===== src/pmas_pkg.sv =====
// Constants, types and timing for the power monitor measurement setup block
package pmas_pkg;

	// ------------------------------------------------------------
	// Clock and timing
	// ------------------------------------------------------------
	localparam int unsigned CLK_MHZ      = 20;
	localparam int unsigned DLY_STEP_US  = 2000;
	localparam int unsigned DLY_STEP_CYC = DLY_STEP_US * CLK_MHZ;
	localparam int unsigned CT_US [8]    = '{50, 84, 150, 280, 540, 1052, 2074, 4120};
	localparam int unsigned CT_CYC_DEF [8] = '{
		50 * CLK_MHZ, 84 * CLK_MHZ, 150 * CLK_MHZ, 280 * CLK_MHZ,
		540 * CLK_MHZ, 1052 * CLK_MHZ, 2074 * CLK_MHZ, 4120 * CLK_MHZ};
	// Averaging counts 1,4,16,64,128,256,512,1024 as power-of-two shifts
	localparam int unsigned AVG_SHIFT [8] = '{0, 2, 4, 6, 7, 8, 9, 10};

	// ------------------------------------------------------------
	// Register map
	// ------------------------------------------------------------
	localparam int unsigned ADDR_W   = 6;
	localparam int unsigned DATA_W   = 16;
	localparam int unsigned CAL_W    = 15;
	localparam logic [5:0]  ADDR_SETUP = 6'h01;
	localparam logic [5:0]  ADDR_CAL   = 6'h02;
	localparam logic [5:0]  ADDR_SHUNT = 6'h04;
	localparam logic [15:0] SETUP_RST  = 16'hFB68;
	localparam logic [14:0] CAL_RST    = 15'h1000;
	localparam logic [15:0] SHUNT_RST  = 16'h0000;

	// ------------------------------------------------------------
	// Engine sizing
	// ------------------------------------------------------------
	localparam int unsigned CNT_W  = 24;
	localparam int unsigned ACC_W  = 26;
	localparam int unsigned REP_W  = 11;
	localparam int unsigned DLY_W  = 8;
	localparam int unsigned PROD_W = 32;
	// Current scaling shift; fine range is four times finer per LSB
	localparam int unsigned CUR_SHIFT_R0 = 13;
	localparam int unsigned CUR_SHIFT_R1 = 11;

	// Channel one-hot positions and the continuous bit within the mode code
	localparam int unsigned CH_BUS   = 0;
	localparam int unsigned CH_SHUNT = 1;
	localparam int unsigned CH_TEMP  = 2;
	localparam int unsigned MODE_CONT_BIT = 3;

	// Conversion setup register layout
	typedef struct packed {
		logic [3:0] mode;
		logic [2:0] bus_conv_time;
		logic [2:0] shunt_conv_time;
		logic [2:0] temp_conv_time;
		logic [2:0] sample_average_count;
	} pmas_setup_t;

	typedef logic [2:0] pmas_chan_t;

	typedef enum logic [2:0] {
		ST_IDLE  = 3'h1,
		ST_DELAY = 3'h2,
		ST_CONV  = 3'h4
	} pmas_state_t;

endpackage : pmas_pkg


===== src/pmas_monitor_setup.sv =====
// Measurement setup, calibration and shunt result logic of the power monitor
`timescale 1ns/1ps

module pmas_monitor_setup #(
	parameter int unsigned CT_CYC [8]   = pmas_pkg::CT_CYC_DEF,
	parameter int unsigned DLY_STEP_CYC = pmas_pkg::DLY_STEP_CYC
) (
	input  wire logic                          core_clk,
	input  wire logic                          resetn,
	input  wire logic [pmas_pkg::ADDR_W-1:0]   reg_addr,
	input  wire logic                          reg_wr,
	input  wire logic                          reg_rd,
	input  wire logic [pmas_pkg::DATA_W-1:0]   reg_wdata,
	output logic      [pmas_pkg::DATA_W-1:0]   reg_rdata,
	input  wire logic                          shunt_range_select,
	input  wire logic [pmas_pkg::DLY_W-1:0]    initial_conversion_delay,
	input  wire logic [pmas_pkg::DATA_W-1:0]   adc_sample,
	output logic      [2:0]                    adc_chan,
	output logic                               adc_range,
	output logic                               seq_done,
	output logic      [pmas_pkg::DATA_W-1:0]   current_result
);

	// ------------------------------------------------------------
	// Decode helpers
	// ------------------------------------------------------------
	// Next enabled channel above cur in bus, shunt, temp order; zero when none
	function automatic pmas_pkg::pmas_chan_t next_chan(input pmas_pkg::pmas_chan_t mask,
		input pmas_pkg::pmas_chan_t cur);
		pmas_pkg::pmas_chan_t res;
		logic                 past;
		res  = 3'h0;
		past = (cur == 3'h0);
		for (int i = 0; i < 3; i++)
		begin
			if (past && mask[i] && res == 3'h0)
				res[i] = 1'b1;
			if (cur[i])
				past = 1'b1;
		end
		return res;
	endfunction : next_chan
	// Conversion time in cycles for a time code
	function automatic logic [pmas_pkg::CNT_W-1:0] ct_cycles(input logic [2:0] code);
		return pmas_pkg::CNT_W'(CT_CYC[code]);
	endfunction : ct_cycles

	// ------------------------------------------------------------
	// Registers and engine state
	// ------------------------------------------------------------
	pmas_pkg::pmas_setup_t            setup_ff;
	logic [pmas_pkg::CAL_W-1:0]        cal_ff;
	logic [pmas_pkg::DATA_W-1:0]       shunt_ff;
	logic [pmas_pkg::DATA_W-1:0]       rdata_ff;
	logic [pmas_pkg::DATA_W-1:0]       current_ff;
	logic                              range_ff;
	pmas_pkg::pmas_state_t             state_ff;
	pmas_pkg::pmas_chan_t              chan_ff;
	logic [pmas_pkg::CNT_W-1:0]        cnt_ff;
	logic [pmas_pkg::REP_W-1:0]        rep_ff;
	logic signed [pmas_pkg::ACC_W-1:0] acc_ff;
	logic                              setup_wr;
	pmas_pkg::pmas_chan_t              mask;
	pmas_pkg::pmas_chan_t              first_chan;
	pmas_pkg::pmas_chan_t              after_chan;
	logic [2:0]                        cur_ct;
	logic [pmas_pkg::CNT_W-1:0]        cur_target;
	logic [pmas_pkg::CNT_W-1:0]        dly_target;
	logic [pmas_pkg::REP_W-1:0]        rep_last;
	logic                              conv_end;
	logic                              rep_end;
	logic signed [pmas_pkg::ACC_W-1:0] acc_sum;
	logic signed [pmas_pkg::ACC_W-1:0] acc_avg;
	logic signed [pmas_pkg::PROD_W-1:0] cur_prod;

	// ------------------------------------------------------------
	// Combinational decode
	// ------------------------------------------------------------
	// Low three mode bits enable channels; zero means shutdown
	assign setup_wr   = reg_wr && (reg_addr == pmas_pkg::ADDR_SETUP);
	assign mask       = setup_ff.mode[2:0];
	assign first_chan = next_chan(mask, 3'h0);
	assign after_chan = next_chan(mask, chan_ff);
	assign dly_target = pmas_pkg::CNT_W'(initial_conversion_delay * DLY_STEP_CYC);
	assign rep_last   = pmas_pkg::REP_W'((1 << pmas_pkg::AVG_SHIFT[setup_ff.sample_average_count])
		- 1);
	// Each channel uses its own conversion time field
	always_comb
	begin
		cur_ct = setup_ff.temp_conv_time;
		if (chan_ff[pmas_pkg::CH_BUS])
			cur_ct = setup_ff.bus_conv_time;
		else if (chan_ff[pmas_pkg::CH_SHUNT])
			cur_ct = setup_ff.shunt_conv_time;
	end
	assign cur_target = ct_cycles(cur_ct);
	assign conv_end   = (state_ff == pmas_pkg::ST_CONV) && (cnt_ff == cur_target - 1'b1);
	// One repetition covers every enabled channel, so the count is shared
	assign rep_end    = conv_end && (after_chan == 3'h0);
	assign seq_done   = rep_end && (rep_ff == rep_last);
	assign acc_sum    = acc_ff + (chan_ff[pmas_pkg::CH_SHUNT] ?
		pmas_pkg::ACC_W'($signed(adc_sample)) : '0);                 // Temperature adds nothing
	assign acc_avg    = acc_sum >>> pmas_pkg::AVG_SHIFT[setup_ff.sample_average_count];

	// ------------------------------------------------------------
	// Conversion setup register
	// ------------------------------------------------------------
	// All fields writable; reset leaves continuous all-channel operation
	always_ff @(posedge core_clk or negedge resetn)
	begin
		if (!resetn)
			setup_ff <= pmas_pkg::SETUP_RST;
		else if (setup_wr)
			setup_ff <= reg_wdata;
	end

	// ------------------------------------------------------------
	// Shunt calibration constant
	// ------------------------------------------------------------
	// Top bit is not stored, so it can only read back as zero
	always_ff @(posedge core_clk or negedge resetn)
	begin
		if (!resetn)
			cal_ff <= pmas_pkg::CAL_RST;
		else if (reg_wr && reg_addr == pmas_pkg::ADDR_CAL)
			cal_ff <= reg_wdata[pmas_pkg::CAL_W-1:0];
	end

	// ------------------------------------------------------------
	// Measurement sequencer
	// ------------------------------------------------------------
	// A mode write restarts everything, even mid-sequence
	always_ff @(posedge core_clk or negedge resetn)
	begin
		if (!resetn)
		begin
			state_ff <= pmas_pkg::ST_DELAY;
			chan_ff  <= 3'h0;
			cnt_ff   <= '0;
			rep_ff   <= '0;
		end
		else if (setup_wr)
		begin
			cnt_ff  <= '0;
			chan_ff <= 3'h0;
			rep_ff  <= '0;
			if (reg_wdata[pmas_pkg::DATA_W-2 -: 3] == 3'h0)          // Low three mode bits
				state_ff <= pmas_pkg::ST_IDLE;
			else
				state_ff <= pmas_pkg::ST_DELAY;
		end
		else
		begin
			case (state_ff)
				pmas_pkg::ST_IDLE:
				begin
					cnt_ff  <= '0;
					chan_ff <= 3'h0;
				end
				pmas_pkg::ST_DELAY:
				begin
					if (mask == 3'h0)
						state_ff <= pmas_pkg::ST_IDLE;
					else if (cnt_ff >= dly_target)
					begin
						state_ff <= pmas_pkg::ST_CONV;
						chan_ff  <= first_chan;
						cnt_ff   <= '0;
						rep_ff   <= '0;
					end
					else
						cnt_ff <= cnt_ff + 1'b1;
				end
				pmas_pkg::ST_CONV:
				begin
					if (!conv_end)
						cnt_ff <= cnt_ff + 1'b1;
					else if (!rep_end)
					begin
						chan_ff <= after_chan;
						cnt_ff  <= '0;
					end
					else
					begin
						chan_ff <= first_chan;
						cnt_ff  <= '0;
						rep_ff  <= seq_done ? '0 : rep_ff + 1'b1;
						// Single shot parks until the mode is written again
						if (seq_done && !setup_ff.mode[pmas_pkg::MODE_CONT_BIT])
							state_ff <= pmas_pkg::ST_IDLE;
					end
				end
				default:
					state_ff <= pmas_pkg::ST_IDLE;
			endcase
		end
	end

	// ------------------------------------------------------------
	// Shunt accumulation and result
	// ------------------------------------------------------------
	// Sum shunt samples over the whole averaging run
	always_ff @(posedge core_clk or negedge resetn)
	begin
		if (!resetn)
			acc_ff <= '0;
		else if (setup_wr || seq_done || state_ff != pmas_pkg::ST_CONV)
			acc_ff <= '0;
		else if (conv_end && chan_ff[pmas_pkg::CH_SHUNT])
			acc_ff <= acc_sum;
	end
	// Result moves only when the last conversion of the last repetition ends
	always_ff @(posedge core_clk or negedge resetn)
	begin
		if (!resetn)
			shunt_ff <= pmas_pkg::SHUNT_RST;
		else if (seq_done && mask[pmas_pkg::CH_SHUNT])
			shunt_ff <= acc_avg[pmas_pkg::DATA_W-1:0];
	end

	// ------------------------------------------------------------
	// Range and current computation
	// ------------------------------------------------------------
	// Range goes to the front end; the shunt LSB weight follows it
	always_ff @(posedge core_clk or negedge resetn)
	begin
		if (!resetn)
			range_ff <= 1'b0;
		else
			range_ff <= shunt_range_select;
	end
	// Product scaled by calibration; fine range carries four times the weight
	assign cur_prod = $signed(shunt_ff) * $signed({1'b0, cal_ff});

	always_ff @(posedge core_clk or negedge resetn)
	begin
		if (!resetn)
			current_ff <= '0;
		else if (range_ff)
			current_ff <= pmas_pkg::DATA_W'(cur_prod >>> pmas_pkg::CUR_SHIFT_R1);
		else
			current_ff <= pmas_pkg::DATA_W'(cur_prod >>> pmas_pkg::CUR_SHIFT_R0);
	end

	// ------------------------------------------------------------
	// Register read port
	// ------------------------------------------------------------
	// Unlisted addresses read zero
	always_ff @(posedge core_clk or negedge resetn)
	begin
		if (!resetn)
			rdata_ff <= '0;
		else if (reg_rd)
		begin
			case (reg_addr)
				pmas_pkg::ADDR_SETUP: rdata_ff <= setup_ff;
				pmas_pkg::ADDR_CAL:   rdata_ff <= {1'b0, cal_ff};
				pmas_pkg::ADDR_SHUNT: rdata_ff <= shunt_ff;
				default:              rdata_ff <= '0;
			endcase
		end
	end

	assign reg_rdata      = rdata_ff;
	assign current_result = current_ff;
	assign adc_range      = range_ff;
	assign adc_chan       = (state_ff == pmas_pkg::ST_CONV) ? chan_ff : 3'h0;

	// ------------------------------------------------------------
	// Checks
	// ------------------------------------------------------------
	property p_shutdown_idle;
		@(posedge core_clk) disable iff (!resetn)
		(state_ff == pmas_pkg::ST_CONV) |-> (setup_ff.mode[2:0] != 3'h0);
	endproperty
	a_shutdown_idle: assert property (p_shutdown_idle) else $error("converting in shutdown");
	property p_chan_enabled;
		@(posedge core_clk) disable iff (!resetn)
		(state_ff == pmas_pkg::ST_CONV) |-> ($onehot(chan_ff) && (chan_ff & mask) != 3'h0);
	endproperty
	a_chan_enabled: assert property (p_chan_enabled) else $error("channel not enabled");
	property p_cont_repeat;
		@(posedge core_clk) disable iff (!resetn)
		(seq_done && setup_ff.mode[pmas_pkg::MODE_CONT_BIT] && !setup_wr)
			|=> (state_ff == pmas_pkg::ST_CONV && chan_ff == first_chan && cnt_ff == '0);
	endproperty
	a_cont_repeat: assert property (p_cont_repeat) else $error("continuous did not repeat");
	// A mode write right after the sequence may legally leave idle again
	property p_single_stop;
		@(posedge core_clk) disable iff (!resetn)
		(seq_done && !setup_ff.mode[pmas_pkg::MODE_CONT_BIT] && !setup_wr)
			|=> (state_ff == pmas_pkg::ST_IDLE)
			##1 (state_ff == pmas_pkg::ST_IDLE || $past(setup_wr));
	endproperty
	a_single_stop: assert property (p_single_stop) else $error("single shot kept running");
	property p_conv_len;
		@(posedge core_clk) disable iff (!resetn)
		(state_ff == pmas_pkg::ST_CONV) |-> (cnt_ff < cur_target);
	endproperty
	a_conv_len: assert property (p_conv_len) else $error("conversion overran its time");
	property p_result_hold;
		@(posedge core_clk) disable iff (!resetn)
		!seq_done |=> $stable(shunt_ff);
	endproperty
	a_result_hold: assert property (p_result_hold) else $error("shunt result moved early");
	property p_cal_read;
		@(posedge core_clk) disable iff (!resetn)
		(reg_rd && reg_addr == pmas_pkg::ADDR_CAL)
			|=> (reg_rdata == {1'b0, $past(cal_ff)});
	endproperty
	a_cal_read: assert property (p_cal_read) else $error("calibration read wrong");
	property p_delay_wait;
		@(posedge core_clk) disable iff (!resetn)
		(state_ff == pmas_pkg::ST_DELAY && cnt_ff < dly_target && !setup_wr)
			|=> (state_ff != pmas_pkg::ST_CONV);
	endproperty
	a_delay_wait: assert property (p_delay_wait) else $error("conversion before delay");

endmodule : pmas_monitor_setup


===== config.mk =====
export PLATFORM = sky130hd
export DESIGN_NAME = pmas_monitor_setup
export DESIGN_NICKNAME = d
export VERILOG_FILES = /design/src/pmas_pkg.sv /design/src/pmas_monitor_setup.sv
export SDC_FILE = /design/constraint.sdc
export NUM_CORES = 1
export LEC_CHECK = 0
export BUFFER_PORTS_ARGS = -buffer_cell sky130_fd_sc_hd__buf_2
export CORE_MARGIN = 5
export CORE_UTILIZATION = 50
export CTS_CLUSTER_SIZE = 12
export DETAILED_ROUTE_END_ITERATION = 7
export GPL_ROUTABILITY_DRIVEN = 0
export GPL_TIMING_DRIVEN = 0
export PLACE_DENSITY_LB_ADDON = 0.12
export SYNTH_ARGS = -nofsm -noshare
export SYNTH_HDL_FRONTEND = slang
export SYNTH_SLANG_ARGS = --single-unit

===== constraint.sdc =====
create_clock -name core_clk -period 14.7 [get_ports core_clk]
set_input_delay 0.735 -clock core_clk [delete_from_list [all_inputs] [get_ports core_clk]]
set_output_delay 0.735 -clock core_clk [all_outputs]
set_load 0.03 [all_outputs]

Word-level counts from Yosys, hierarchy flattened
Memories as Yosys holds them, arrays and structs flattened.
Index checks and enable logic that the tools add are counted.
{"block": "totals", "reg_bits": 147, "romBits": 512, "in_bits": 51, "out_inout_bits": 37, "wordCells": 126, "mem_count": 2}
{"block": "op_classes", "n_addsub": 5, "n_mul": 2, "n_lt_le_gt_ge": 3, "n_eq_ne": 16, "shifts": 2, "muxes": 46, "n_bitwise": 4, "n_reduce_logical": 31}
{"name": "(name not given)", "depth": 8, "width": 32, "rd": 1, "rd_ports_with_merged_regs": 0, "wr": 0, "line": "pmas_monitor_setup.sv:103", "source": "assign acc_avg = acc_sum >>> pmas_pkg::AVG_SHIFT[setup_ff.sample_average_count];"}
{"name": "(name not given)", "depth": 8, "width": 32, "rd": 1, "rd_ports_with_merged_regs": 0, "wr": 0, "line": "pmas_monitor_setup.sv:45", "source": "return pmas_pkg::CNT_W'(CT_CYC[code]);"}
{"operator": "24-bit 2-to-1 mux", "n": 6}
{"operator": "26-bit 2-to-1 mux", "n": 3}
{"operator": "24-bit one-hot mux with 3 select lines", "n": 1}
{"operator": "11-bit 2-to-1 mux", "n": 6}
{"operator": "32-bit 2-to-1 mux", "n": 2}
{"operator": "16-bit one-hot mux with 3 select lines", "n": 1}
{"operator": "3-bit 2-to-1 mux", "n": 14}
{"operator": "1-bit by 32-bit << shifter with 11-bit output, first input constant", "n": 1}
{"operator": "26-bit by 32-bit >>> shifter with 16-bit output", "n": 1}
{"operator": "16-bit by 16-bit multiplier with 29-bit output", "n": 1}
{"operator": "26-bit adder", "n": 1}
{"operator": "24-bit by 1-bit adder with 24-bit output, second input constant", "n": 1}
{"operator": "24-bit equality test", "n": 1}
{"operator": "24-bit >= comparator", "n": 1}
{"operator": "24-bit by 1-bit subtractor with 24-bit output, second input constant", "n": 1}
{"operator": "11-bit one-hot mux with 2 select lines", "n": 1}
{"operator": "8-bit by 10-bit multiplier with 18-bit output, second input constant", "n": 1}
{"operator": "3-bit != test, second input constant", "n": 6}
{"operator": "3-bit one-hot mux with 3 select lines", "n": 2}
{"operator": "16-bit 2-to-1 mux", "n": 1}
{"operator": "1-bit logical AND", "n": 15}
{"operator": "3-bit logical NOT", "n": 4}
{"operator": "11-bit by 1-bit adder with 11-bit output, second input constant", "n": 1}
{"operator": "11-bit equality test", "n": 1}
{"operator": "23 further kinds", "n": 36}

Logic depth before layout (Yosys ltp)
{"block": "depth", "word_depth": 18, "depth_mapped": 28}

Worst setup path before layout
OpenSTA, ideal clock, no wires.
{"block": "synth_path", "path_type": "reg2reg", "start": "register cal_ff[1] (netlist bit)", "end": "register current_ff (netlist bit current_result[12])", "setup_time_ns": 0.125, "arrival_time_ns": 6.197, "required_time_ns": 14.575, "slack_ns": 8.378, "path_stages_with_launch": 25, "path_buffers": 2, "path_cell_list": "dfrtp_1 clkbuf_1 clkbuf_1 nand2_1 inv_1 fa_1 inv_1 fa_1 inv_1 fa_1 fa_1 fa_1 inv_1 fa_1 inv_1 ha_1 a21o_1 a21o_1 a21o_1 a21oi_1 a2bb2oi_1 o311ai_0 a21oi_1 xnor2_1 mux2_2"}
{"block": "synth_via", "elab_chain_len": 2}
{"element": "from (decl)", "line": "pmas_monitor_setup.sv:52", "source": "logic [pmas_pkg::CAL_W-1:0] cal_ff;"}
{"element": "from (signal assigned)", "line": "pmas_monitor_setup.sv:124", "source": "cal_ff <= pmas_pkg::CAL_RST;"}
{"element": "from (signal assigned)", "line": "pmas_monitor_setup.sv:126", "source": "cal_ff <= reg_wdata[pmas_pkg::CAL_W-1:0];"}
{"element": "16-bit by 16-bit multiplier with 29-bit output", "line": "pmas_monitor_setup.sv:233", "source": "assign cur_prod = $signed(shunt_ff) * $signed({1'b0, cal_ff});"}
{"element": "16-bit 2-to-1 mux", "line": "pmas_monitor_setup.sv:239", "source": "else if (range_ff)"}
{"element": "to (signal assigned)", "line": "pmas_monitor_setup.sv:240", "source": "current_ff <= pmas_pkg::DATA_W'(cur_prod >>> pmas_pkg::CUR_SHIFT_R1);"}
{"element": "to (signal assigned)", "line": "pmas_monitor_setup.sv:242", "source": "current_ff <= pmas_pkg::DATA_W'(cur_prod >>> pmas_pkg::CUR_SHIFT_R0);"}
{"element": "to (decl)", "line": "pmas_monitor_setup.sv:55", "source": "logic [pmas_pkg::DATA_W-1:0] current_ff;"}
No other way between the ends.
A chain may end at the register's enable or synchronous reset.

Final worst setup path
{"block": "layout_path", "start": "register shunt_ff[10] (netlist bit)", "end": "register current_ff (netlist bit current_result[12])"}
{"block": "layout_via", "elab_chain_len": 2}
{"element": "from (decl)", "line": "pmas_monitor_setup.sv:53", "source": "logic [pmas_pkg::DATA_W-1:0] shunt_ff;"}
{"element": "from (signal assigned)", "line": "pmas_monitor_setup.sv:216", "source": "shunt_ff <= pmas_pkg::SHUNT_RST;"}
{"element": "from (signal assigned)", "line": "pmas_monitor_setup.sv:218", "source": "shunt_ff <= acc_avg[pmas_pkg::DATA_W-1:0];"}
{"element": "16-bit by 16-bit multiplier with 29-bit output", "line": "pmas_monitor_setup.sv:233"}
{"element": "16-bit 2-to-1 mux", "line": "pmas_monitor_setup.sv:239"}
No other way between the ends.

==> results.sh <==
export IMPL_status="completed"
export IMPL_die_area_mm2=0.04409
export IMPL_antenna_found_initial=1
export IMPL_power_switching_mw=0.4622
export IMPL_yosysSeqAreaShare=0.1847
export IMPL_setup_viol=0
export IMPL_n_antenna_cell=0
export IMPL_place_hpwl_um=44160
export IMPL_yosys_top_cells_count="inv_1, nand2_1, fa_1, ha_1, and2_1"
export IMPL_r2r_start="shunt_ff[10]"
export IMPL_grtUsageTotal=0.2543
export IMPL_overflow=0
export IMPL_syn_area_mm2=0.01999
export IMPL_path_clk_slew_ns=0.08
export IMPL_wl_um=55190
export IMPL_cp_common_cell="fa_1"
export IMPL_ant_nets=0
export IMPL_synth_top_cell_area_share=0.2383
export IMPL_drc=0
export IMPL_final_area_mm2=0.02174
export IMPL_cp_required_ns=15.05
export IMPL_firstDrtPassIters=7
export IMPL_area_growth_pct=8.743
export IMPL_tightest_slew_ns=1.203
export IMPL_cp_max_fo=10
export IMPL_met3_usage=0.04688
export IMPL_synth_top_family_by_area="adder cells"
export IMPL_leakagePower_nw=10.56
export IMPL_critical_path_buf_inv_count=4
export IMPL_dp_slack_ns=7.244
export IMPL_core_mm2=0.03964
export IMPL_power_frac_comb=0.283
export IMPL_slew_violations=0
export IMPL_period_share=0.5034
export IMPL_r2r_setup_slack_ns=7.30
export IMPL_tns_ns=0
export IMPL_p_sw_frac=0.3641
export IMPL_die_y_um=210.0
export IMPL_worst_slack_ns=7.301
export IMPL_netlist_instances=2330
export IMPL_cts_resized=0
export IMPL_p_int_mw=0.8072
export IMPL_vias=16774
export IMPL_path_class="reg2reg"
export IMPL_final_layout_size_suffix_gt1_frac=0.07959
export IMPL_crit_chain="clkbuf_1, nand2_1, fa_1, fa_1, fa_1, inv_1, fa_1, fa_1, inv_1, fa_1, inv_1, ha_1, o21ai_0, a21oi_1, o21ai_0, nor4b_1, nor2_1, o311ai_0, a21oi_1, xnor2_1, mux2_2"
export IMPL_synth_area_mux_share=0.02560
export IMPL_start_util=0.5044
export IMPL_use_met1=0.3352
export IMPL_synth_compound_area_frac=0.1426
export IMPL_syn_mean_instance_area_um2=8.581
export IMPL_slowest_stage="nor4b_1"
export IMPL_rows=73
export IMPL_nFillCells=3739
export IMPL_skew_ns=0.01114
export IMPL_crit_path_end_kind="flop"
export IMPL_cts_made_buffers=17
export IMPL_grt_max_degree=112
export IMPL_final_nets=2892
export IMPL_path_delay_family="adder cells"
export IMPL_fmax_mhz=135.1
export IMPL_synthXorXnorAreaFrac=0.03373
export IMPL_cts_max_level=4
export IMPL_seq_power_share=0.346
export IMPL_arrival_ns=7.75
export IMPL_placed_area_mm2=0.02114
export IMPL_final_util=0.5485
export IMPL_synth_warnings=0
export IMPL_cpPeakStageDelay_ns=0.63
export IMPL_hold_viol=0
export IMPL_max_cap_violations=0
export IMPL_synthSimpleGateAreaFrac=0.1781
export IMPL_period_needed_ns=7.399
export IMPL_drt_iter0_drc=1465
export IMPL_synthAdderAreaFrac=0.3422
export IMPL_portBuffers=86
export IMPL_cts_tree="built"
export IMPL_hold_path_class="in2async"
export IMPL_clock_sinks=147
export IMPL_die_x_um=210.0
export IMPL_yosys_area_top_type="fa_1"
export IMPL_reg2regPathDepth=21
export IMPL_power_density_mw_per_mm2=58.39
export IMPL_num_io_pins=88
export IMPL_ys_types=83
export IMPL_via_per_inst=5.638
export IMPL_synth_net_count=2785
export IMPL_root_buffer="clkbuf_16"
export IMPL_ir_drop_v=0.00008250
export IMPL_synth_area_top_cells="fa_1, dfrtp_1, ha_1"
export IMPL_clockBufferDepth=2
export IMPL_yosysMostFrequentCell="inv_1"
export IMPL_grt_pass1_wl_um=90110
export IMPL_hold_buffers=0
export IMPL_grt_use_met2=0.4193
export IMPL_synth_flop_cell="dfrtp_1"
export IMPL_rsz0062_at_grt="no"
export IMPL_synth_edf_count=0
export IMPL_drt_wirelength_per_cell_um=18.55
export IMPL_relSlewSlack=0.1962
export IMPL_clock_latency_ns=0.46
export IMPL_start_kind="flop"
export IMPL_r2r_end="current_result[12]"
export IMPL_grt_pass1_vias=17060
export IMPL_ys_async_sr_fraction=1.000
export IMPL_busiest_layer="met2"
export IMPL_clkPwrFrac=0.371
export IMPL_post_cts_setup_buffers=0
export IMPL_ys_ff_latch=147
[worst max path at each step]
stage | slack, ns | to | start | cells past startpoint
6_report | 7.30 | current_result[12] | shunt_ff[10] | 21
4_1_cts | 7.26 | current_result[12] | shunt_ff[5] | 22
3_5_place_dp | 7.24 | cnt_ff[13] | initial_conversion_delay[2] | 28
5_1_grt | 6.91 | current_result[12] | cal_ff[8] | 22
2_1_floorplan | 8.38 | current_result[12] | cal_ff[1] | 24
3_3_place_gp | 7.26 | cnt_ff[13] | initial_conversion_delay[2] | 28
[kinds of logic (layout without fill, tap and decap cells)]
| group | count (synthesis) | in the layout |
|---|---|---|
| simple gates | 730 | 730 |
| buf+inv | 482 | 602 |
| compound gates | 442 | 442 |
| fa+ha+maj | 404 | 404 |
| flops | 147 | 147 |
| xor+xnor | 77 | 77 |
| mux | 47 | 47 |
| other cells | 1 | 1 |
[per-stage QoR]
step / hold slack [ns] / total power [mW] / instances
final: 0.1556 / 1.269 / 2975
after global routing: 0.1698 / 1.338 / 2975
after CTS: 0.1529 / 1.273 / 2975
after detailed placement: 0.4635 / 0.7994 / 2943
after global placement: 0.4579 / 0.7896 / 2941
after floorplan: 0.4394 / 0.6893 / 2330
[worst register-to-register path: stages, from the launching register on]
cell and delay (ns):
dfrtp_1 0.57, clkbuf_1 0.58, nand2_1 0.18, fa_1 0.56, fa_1 0.44, fa_1 0.54
inv_1 0.05, fa_1 0.46, fa_1 0.55, inv_1 0.06, fa_1 0.53, inv_1 0.04
ha_1 0.31, o21ai_0 0.10, a21oi_1 0.15, o21ai_0 0.13, nor4b_1 0.63, nor2_1 0.27
o311ai_0 0.57, a21oi_1 0.16, xnor2_1 0.16, mux2_2 0.26
[flip-flops by register name, summed over array words and instances (netlist names)]
name	flops
acc_ff	26
adc_range	1
cal_ff	15
chan_ff	3
cnt_ff	24
current_result	16
mask	3
reg_rdata	16
rep_ff	11
setup_ff	13
shunt_ff	16
state_ff	3
[layout by cell type (no fill, tap or decap), types with 27 or more instances in the layout]
cell type	count
nor2_1	83
dfrtp_1	135
ha_1	166
clkbuf_1	93
and2_1	139
xnor2_1	55
and3_1	27
a21oi_1	111
nand3_1	35
inv_1	369
a21o_1	32
nand2_1	312
buf_2	96
fa_1	238
o21ai_0	100
[power groups by stage]
| stage | Clock, mW | Combinational, mW | Sequential (mW) |
|---|---|---|---|
| 6_report | 0.471 | 0.359 | 0.439 |
| 5_1_grt | 0.497 | 0.402 | 0.440 |
| 4_1_cts | 0.480 | 0.355 | 0.438 |
| 3_5_place_dp | 0 | 0.353 | 0.446 |
| 3_3_place_gp | 0 | 0.344 | 0.445 |
| 2_1_floorplan | 0 | 0.252 | 0.437 |
[area by class of cell]
| class | count | area [um2] | area share |
|---|---|---|---|
| Timing Repair Buffer | 88 | 475.5 | 0.02187 |
| Clock buffer | 19 | 432.9 | 0.01991 |
| Buffer | 112 | 467.9 | 0.02152 |
| Tap cell | 525 | 656.9 | 0.03021 |
| Multi-Input combinational cell | 1701 | 14460 | 0.6649 |
| Clock inverter | 13 | 170.2 | 0.007827 |
| Inverter | 370 | 1389 | 0.06388 |
| Sequential cell | 147 | 3694 | 0.1699 |
[metal layers]
metal	up-vias	part of all wire
met2	531	0.47
li1	7882	-
met1	8239	0.43
met5	-	0.00020
met4	2	0.039
met3	120	0.063
Power figures use the tool's default switching activity.
